[src/capture_counter_pkg.sv]
// Constants shared by the time interval capture counter and its input conditioner.
// Assumes a single system clock; all other inputs are either pins or same-clock logic.
package capture_counter_pkg;
    localparam int         COUNT_WIDTH          = 40;
    localparam int         BYTE_COUNT           = 5;
    localparam logic [4:0] SECOND_SYNTH_DIVIDE  = 5'h14;
    localparam logic [4:0] THIRD_SYNTH_DIVIDE   = 5'h08;
    localparam logic [7:0] PIN_CAPTURE_FUNCTION = 8'h27;
    localparam logic [2:0] LSB_INDEX            = 3'h0;
    localparam logic [2:0] MSB_INDEX            = 3'h4;
    localparam logic       SELECT_THIRD_SYNTH   = 1'b0;
    localparam logic       SELECT_PIN_TRIGGER   = 1'b1;
    localparam logic [COUNT_WIDTH-1:0] COUNT_RESET = 40'h00_0000_0000;
    localparam logic [7:0] BYTE_RESET           = 8'h00;
    localparam logic [4:0] DIVIDER_RESET        = 5'h00;
endpackage

[src/pin_edge_sync.sv]
// Three-stage pin synchroniser with agreement filter and edge pulses.
// Assumes the pin changes slower than a few system clock periods.
`timescale 1ns/1ns
module pin_edge_sync
    import capture_counter_pkg::*;
(
    input  wire logic clk_i,
    input  wire logic sys_rst_i,
    input  wire logic pin_i,
    output logic      level_o,
    output logic      rise_o,
    output logic      fall_o
);
    typedef struct packed {
        logic s1;
        logic s2;
        logic s3;
        logic level;
        logic rise;
        logic fall;
    } sync_state_t;

    sync_state_t st;
    sync_state_t next_st;

    always_comb begin
        next_st      = st;
        next_st.s1   = pin_i;
        next_st.s2   = st.s1;
        next_st.s3   = st.s2;
        next_st.rise = 1'b0;
        next_st.fall = 1'b0;
        // A change counts only once stages two and three agree
        if (st.s2 == st.s3 && st.s3 != st.level) begin
            next_st.level = st.s3;
            next_st.rise  = st.s3;
            next_st.fall  = ~st.s3;
        end
    end

    always_ff @(posedge clk_i or posedge sys_rst_i) begin
        if (sys_rst_i) begin
            st <= '0;
        end else begin
            st <= next_st;
        end
    end

    assign level_o = st.level;
    assign rise_o  = st.rise;
    assign fall_o  = st.fall;
endmodule

[src/time_interval_capture_counter.sv]
// Free-running 40-bit time counter with event capture and byte-wise read-back.
// Assumes the serial host logic runs on clk_i and reads bytes with a one-cycle strobe;
// oscillator, chip select and trigger pin arrive asynchronously as pins.
//
// Summary of operation
// - Each accepted trigger latches the whole 40-bit counter into the capture value.
// - While enabled the counter adds one per count tick and wraps to zero.
// - Count tick is second oscillator divided by 20 or third divided by 8.
// - Source select 0 picks third oscillator path, 1 picks second oscillator path.
// - Trigger select 1 uses the trigger pin, 0 uses the chip select.
// - Enable low holds counter at zero; setting it starts counting from zero.
// - An absolute interval runs from enable rising to a later capture.
// - In chip select mode every chip select falling edge captures while enabled and not locked.
// - After the top byte is read in chip select mode, chip select falls are ignored until byte zero read.
// - Pin with function code 0x27 captures on an edge of its chosen polarity.
// - After a pin capture, pin edges are ignored until byte zero is read.
// - Polarity invert chooses rising or falling pin edge as the trigger.
// - Capture value is read back as five separately addressed bytes.
// - Chip select capture happens at the fall, so the same transaction reads it.
// - Source select also picks the oscillator for reference clock checks.
`timescale 1ns/1ns
module time_interval_capture_counter
    import capture_counter_pkg::*;
(
    input  wire logic                   clk_i,
    input  wire logic                   sys_rst_i,
    input  wire logic                   second_synthesizer_osc_i,
    input  wire logic                   third_synthesizer_osc_i,
    input  wire logic                   serial_chip_select_n_i,
    input  wire logic                   trigger_pin_i,
    input  wire logic                   time_count_enable_i,
    input  wire logic                   capture_trigger_select_i,
    input  wire logic                   count_source_select_i,
    input  wire logic [7:0]             pin_function_select_i,
    input  wire logic                   pin_polarity_invert_i,
    input  wire logic                   read_strobe_i,
    input  wire logic [2:0]             read_index_i,
    output logic [COUNT_WIDTH-1:0]      time_capture_value_o,
    output logic [7:0]                  read_data_o,
    output logic                        capture_locked_o,
    output logic                        check_osc_level_o
);
    typedef struct packed {
        logic [COUNT_WIDTH-1:0] count;
        logic [COUNT_WIDTH-1:0] capture;
        logic [4:0]             divider;
        logic                   locked;
        logic [7:0]             read_data;
        logic                   check_osc;
    } counter_state_t;

    counter_state_t st;
    counter_state_t next_st;

    logic osc2_level;
    logic osc2_rise;
    logic osc3_level;
    logic osc3_rise;
    logic cs_fall;
    logic pin_rise;
    logic pin_fall;
    logic osc_rise;
    logic [4:0] divide_limit;
    logic count_tick;
    logic pin_mode;
    logic pin_trigger;
    logic cs_trigger;
    logic lsb_read;
    logic msb_read;

    pin_edge_sync u_osc2_sync (
        .clk_i     (clk_i),
        .sys_rst_i (sys_rst_i),
        .pin_i     (second_synthesizer_osc_i),
        .level_o   (osc2_level),
        .rise_o    (osc2_rise),
        .fall_o    ()
    );

    pin_edge_sync u_osc3_sync (
        .clk_i     (clk_i),
        .sys_rst_i (sys_rst_i),
        .pin_i     (third_synthesizer_osc_i),
        .level_o   (osc3_level),
        .rise_o    (osc3_rise),
        .fall_o    ()
    );

    pin_edge_sync u_cs_sync (
        .clk_i     (clk_i),
        .sys_rst_i (sys_rst_i),
        .pin_i     (serial_chip_select_n_i),
        .level_o   (),
        .rise_o    (),
        .fall_o    (cs_fall)
    );

    pin_edge_sync u_pin_sync (
        .clk_i     (clk_i),
        .sys_rst_i (sys_rst_i),
        .pin_i     (trigger_pin_i),
        .level_o   (),
        .rise_o    (pin_rise),
        .fall_o    (pin_fall)
    );

    // Byte of the capture value picked by a read index; indices past the top read zero
    function automatic logic [7:0] capture_byte(input logic [COUNT_WIDTH-1:0] value,
                                                input logic [2:0] index);
        logic [7:0] result;
        result = BYTE_RESET;
        for (int i = 0; i < BYTE_COUNT; i++) begin
            if (index == 3'(i)) begin
                result = value[i*8 +: 8];
            end
        end
        return result;
    endfunction

    always_comb begin
        osc_rise     = (count_source_select_i == SELECT_THIRD_SYNTH) ? osc3_rise : osc2_rise;
        divide_limit = (count_source_select_i == SELECT_THIRD_SYNTH) ?
                       THIRD_SYNTH_DIVIDE : SECOND_SYNTH_DIVIDE;
        count_tick   = osc_rise && (st.divider == divide_limit - 5'h01);
        pin_mode     = (capture_trigger_select_i == SELECT_PIN_TRIGGER);
        // Invert chooses the falling edge instead of the rising one
        pin_trigger  = pin_mode && (pin_function_select_i == PIN_CAPTURE_FUNCTION)
                       && (pin_polarity_invert_i ? pin_fall : pin_rise)
                       && !st.locked;
        cs_trigger   = !pin_mode && cs_fall && !st.locked;
        lsb_read     = read_strobe_i && (read_index_i == LSB_INDEX);
        msb_read     = read_strobe_i && (read_index_i == MSB_INDEX);
    end

    always_comb begin
        next_st           = st;
        next_st.check_osc = (count_source_select_i == SELECT_THIRD_SYNTH) ?
                            osc3_level : osc2_level;
        // Divider restarts on any edge past the limit, so a source change settles in one tick
        if (osc_rise) begin
            next_st.divider = count_tick || (st.divider >= divide_limit) ?
                              DIVIDER_RESET : st.divider + 5'h01;
        end
        if (!time_count_enable_i) begin
            next_st.count = COUNT_RESET;
        end else if (count_tick) begin
            next_st.count = st.count + 40'h00_0000_0001;
        end
        if (lsb_read) begin
            next_st.locked = 1'b0;
        end
        if (!pin_mode && msb_read) begin
            next_st.locked = 1'b1;
        end
        // A pin capture beats a same-cycle byte zero read and locks; an edge in the re-arm cycle still sees the old lock and is ignored
        if (time_count_enable_i && (pin_trigger || cs_trigger)) begin
            next_st.capture = st.count;
            if (pin_trigger) begin
                next_st.locked = 1'b1;
            end
        end
        if (read_strobe_i) begin
            next_st.read_data = capture_byte(st.capture, read_index_i);
        end
    end

    always_ff @(posedge clk_i or posedge sys_rst_i) begin
        if (sys_rst_i) begin
            st <= '0;
        end else begin
            st <= next_st;
        end
    end

    assign time_capture_value_o = st.capture;
    assign read_data_o          = st.read_data;
    assign capture_locked_o     = st.locked;
    assign check_osc_level_o    = st.check_osc;
endmodule

[config.mk]
export PLATFORM = sky130hd
export DESIGN_NAME = time_interval_capture_counter
export DESIGN_NICKNAME = d
export VERILOG_FILES = /design/src/capture_counter_pkg.sv /design/src/pin_edge_sync.sv /design/src/time_interval_capture_counter.sv
export SDC_FILE = /design/constraint.sdc
export NUM_CORES = 1
export LEC_CHECK = 0
export ABC_AREA = 1
export BUFFER_PORTS_ARGS = -buffer_cell sky130_fd_sc_hd__buf_2
export CORE_ASPECT_RATIO = 1.2
export CORE_UTILIZATION = 64
export DETAILED_ROUTE_END_ITERATION = 8
export MAX_ROUTING_LAYER = met4
export PLACE_DENSITY_LB_ADDON = 0.2
export RECOVER_POWER = 100
export SYNTH_ARGS = -nofsm -noshare
export SYNTH_HDL_FRONTEND = slang
export SYNTH_HIERARCHICAL = 1
export SYNTH_SLANG_ARGS = --single-unit
[constraint.sdc]
create_clock -name clk_i -period 5.24 [get_ports clk_i]
set_input_delay 0.262 -clock clk_i [delete_from_list [all_inputs] [get_ports clk_i]]
set_output_delay 0.262 -clock clk_i [all_outputs]
set_load 0.01 [all_outputs]
# ---- Word level (Yosys, flattened, before mapping)
# Cells that the tools add are included.
# W data, S select, Z words.
dict set report classes {
  muxes 20
  n_eq_ne 15
  order_cmp 1
  n_bitwise 4
  reduce_logical 19
  addsub 3
}
# op count
set ops {}
lappend ops {{$mux W40} 2}
lappend ops {{$add A40 B1 Y40 const B} 1}
lappend ops {{$mux W8} 5}
lappend ops {{$logic_and A1 B1 Y1} 14}
lappend ops {{$mux W5} 2}
lappend ops {{$eq A8 B6 Y1 const B} 1}
lappend ops {{$mux W1} 8}
lappend ops {{$eq A3 B2 Y1 const B} 2}
lappend ops {{$mux W2} 3}
lappend ops {{$add A5 B1 Y5 const B} 1}
lappend ops {{$eq A5 B5 Y1} 1}
lappend ops {{$ge A5 B5 Y1} 1}
lappend ops {{$sub A5 B1 Y5 const B} 1}
lappend ops {{$eq A1 B1 Y1} 4}
lappend ops {{$ne A1 B1 Y1} 4}
lappend ops {{$not A1 Y1} 4}
lappend ops {{$eq A3 B1 Y1 const B} 1}
lappend ops {{$eq A3 B3 Y1 const B} 1}
lappend ops {{$logic_not A3 Y1} 1}
lappend ops {{$logic_not A1 Y1} 2}
lappend ops {{$logic_or A1 B1 Y1} 2}
lappend ops {{$ne A2 B1 Y1 const B} 1}
dict set report word_totals {
  in_bits 22
  reg_bits 116
  output_inout_bits 50
  elab_cells 89
}

# ---- Longest topological paths before layout
dict set report depth {
  depth_word 7
  depth_mapped 12
}

# ---- Cells and area by module
# The synthesis kept the hierarchy.
# module area_each_um2 cells_per_inst instances
set modules_own_cells {}
lappend modules_own_cells {time_interval_capture_counter 5691.7 767 1}
lappend modules_own_cells {pin_edge_sync 178.9 13 4}

# ---- Least setup slack after synthesis
# No wires, ideal clock.
dict set report synth_timing {
  kind {reg-to-reg}
  from {register st[12] (netlist name)}
  to {register st[59] (netlist name)}
  setup_slack_ns 3.546
  path_buffers 1
  period_less_slack_ns 1.694
  required_ns 5.117
  arrival_ns 1.571
  stages_incl_launch_ff 12
  cell_sequence {dfrtp_1 > inv_1 > ha_1 > inv_1 > nand2_1 > nor2_1 > nand3_4 > buf_6 > nor2_4 > nand2_1 > o21ai_0 > a21oi_1}
}
dict set report synth_via {
  elab_chain_len 3
}
# element line
set synth_lines {}
lappend synth_lines {{from (decl)} time_interval_capture_counter.sv:52} ;# counter_state_t st;
lappend synth_lines {{from (signal assigned)} time_interval_capture_counter.sv:171} ;# st <= next_st;
lappend synth_lines {{$eq A5 B5 Y1} time_interval_capture_counter.sv:124} ;# count_tick = osc_rise && (st.divider == divide_limit - 5'h01);
lappend synth_lines {{$logic_and A1 B1 Y1} time_interval_capture_counter.sv:124}
lappend synth_lines {{$ne A2 B1 Y1 (no line)} n/a}
# No other way between the ends.
# A chain may end at the register's enable or synchronous reset.

# ---- Worst setup path after layout
dict set report layout_timing {
  from {input time_count_enable_i}
  to {register st (netlist bit time_capture_value_o[7])}
}
dict set report layout_via {
  elab_chain_len 1
}
# element line
set layout_lines {}
lappend layout_lines {{from (decl)} time_interval_capture_counter.sv:31} ;# input wire logic time_count_enable_i,
lappend layout_lines {{$logic_and A1 B1 Y1} time_interval_capture_counter.sv:156} ;# if (time_count_enable_i && (pin_trigger || cs_trigger)) begin
# No other way between the ends.

==> results.json <==
{
  "fin_nets": 871,
  "remaining_drc_errors": 0,
  "antenna_found_initial": 0,
  "design_area_um2": 6950,
  "clock_path_buffers": 2,
  "maxCapViolations": 2,
  "end_kind": "flop",
  "dp_slack_ps": 2390,
  "fin_setup_tns_ps": 0,
  "r2r_slack_ps": 2480,
  "syn_area_per_cell_um2": 7.77,
  "grt_pass1_wl_um": 26000,
  "hold_ws_ps": 110,
  "clk_pin_slew_ps": 60,
  "clk_latency_ps": 410,
  "fin_crit_sh_pct": 62.5,
  "io_buffers": 71,
  "routed_wl_um": 15900,
  "worst_pin_slew_ps": 2850,
  "h-tree-depth": 4,
  "violations": "capacitance limit, slew limit",
  "vias_per_cell": 5.62,
  "start_util_pct": 66.1,
  "cts_sinks": 116,
  "crit_path_start_kind": "primary input",
  "grt_max_degree": 63,
  "drtIter0Drc": 441,
  "ir_drop_v": 0.000299,
  "crit_arrival_ps": 3610,
  "ctsResizeCount": 0,
  "synth_cells": 813,
  "slew_viol_final": 104,
  "grt_usage_pct": 33.8,
  "cp_max_fo": 42,
  "die_h_um": 111,
  "grt_pass1_vias": 5419,
  "wire_per_inst_um": 16.3,
  "finalWorstSetupSlack_ps": 1960,
  "cts_tree": "done",
  "route.vias.total": 5504,
  "finalCriticalPeriod_ps": 3280,
  "fillerInstances": 760,
  "ant_nets": 0,
  "row_count": 39,
  "dr.pass1.iters": 7,
  "finClkSkew_ps": 13.4,
  "syn-num-nets": 841,
  "pin_count": 72,
  "cts_made_buffers": 17,
  "post_cts_buffers": 0,
  "die_area_um2": 10300,
  "area_growth_pct": 10.1,
  "root_buffer": "clkbuf_16",
  "syn_area_um2": 6320,
  "outcome": "finished, violations left",
  "crit_required_ps": 5580,
  "power_w": 0.00238,
  "p_per_area_nw_per_um2": 342,
  "finalSetupViolCount": 0,
  "cts_hold_buffers": 5,
  "drive_gt1_share_pct": 10.3,
  "hold_viol_final": 0,
  "rsz0062_at_grt": "no",
  "relSlewSlack_pct": -90.8,
  "yosys_warnings": 6,
  "crit_type": "primary input to flop",
  "grt-ovfl-total": 0,
  "max_freq_ghz": 0.305,
  "die_w_um": 92.7,
  "detailed_place.area_um2": 6390,
  "core_area_um2": 9560,
  "antenna-diode-count": 0,
  "place_congestion": 1.02,
  "hold_class": "primary input to flop",
  "power.leakage_nw": 3.35,
  "dp_hpwl_um": 11100
}
## layer usage
layer,GRT usage [%],vias up,wire [µm]
met5,-,-,0
met4,13.4,0,522
met3,7.20,39,1020
met2,54.8,248,7820
met1,41.3,2586,6580
li1,-,2631,-
## worst paths after layout
kind / start / endpoint / cells past startpoint
worst max-delay path: time_count_enable_i / time_capture_value_o[7]$_DFFE_PP0P_ / 8
worst min-delay path: read_strobe_i / read_data_o[3]$_DFFE_PP0P_ / 2
worst max register to register: st[12]$_DFFE_PP0P_ / st[69]$_DFFE_PP0P_ / 11
worst min register to register: u_pin_sync/next_st[4]$_DFF_PP0_ / u_pin_sync/next_st[3]$_DFF_PP0_ / 0
max in group asynchronous: sys_rst_i / st[93]$_DFFE_PP0P_ / 4
min in group asynchronous: sys_rst_i / u_osc3_sync/rise_o$_DFF_PP0_ / 3
## cell type report
type / instances / area (µm²) / share of cell area, %
clock buffer: 20 / 457 / 6.57
multi-input combinational: 555 / 2600 / 37.4
sequential: 116 / 2900 / 41.7
timing repair buffer: 79 / 362 / 5.20
tap: 123 / 154 / 2.21
inverter: 74 / 282 / 4.05
clock inverter: 12 / 199 / 2.86
## flip-flops by register name, indices dropped and copies added, names as in the netlist, 2 cells and up
name,cells
read_data_o,8
u_cs_sync/next_st,2
st,45
u_osc2_sync/next_st,2
time_capture_value_o,40
u_pin_sync/next_st,2
u_osc3_sync/next_st,2
## metrics by stage
step	utilization (%)	std cells
after floorplan	-	813
after global placement	66.8	942
after detailed placement	66.8	942
after CTS	74.2	979
after global routing	72.7	979
final	72.7	979
## power by group
group | switching (W) | total [W] | internal [W] | leakage [nW]
Sequential | 0.0000264 | 0.000952 | 0.000926 | 1.57
Combinational | 0.0000975 | 0.000147 | 0.0000499 | 1.45
Clock | 0.000406 | 0.00128 | 0.000870 | 0.321
Total | 0.000530 | 0.00238 | 0.00185 | 3.35
## critical path: stages
cell      delay [ps]
clkbuf_1        1210
inv_1            330
nor3_1           230
nand3_1           90
buf_4            270
nand2_1          910
nand2_1          160
nand2_1          120
## layout by cell type, fill, tap and decap left out, drive strengths merged, types with 14 or more instances in the layout
cell type	n
inv	74
nand3	89
buf	21
o21ai	24
clkbuf	73
dfrtp	116
nand2	237
a21oi	26
nor2	118
nor3	14
nand4	25
No activity file was read; power rests on OpenSTA's default activity.
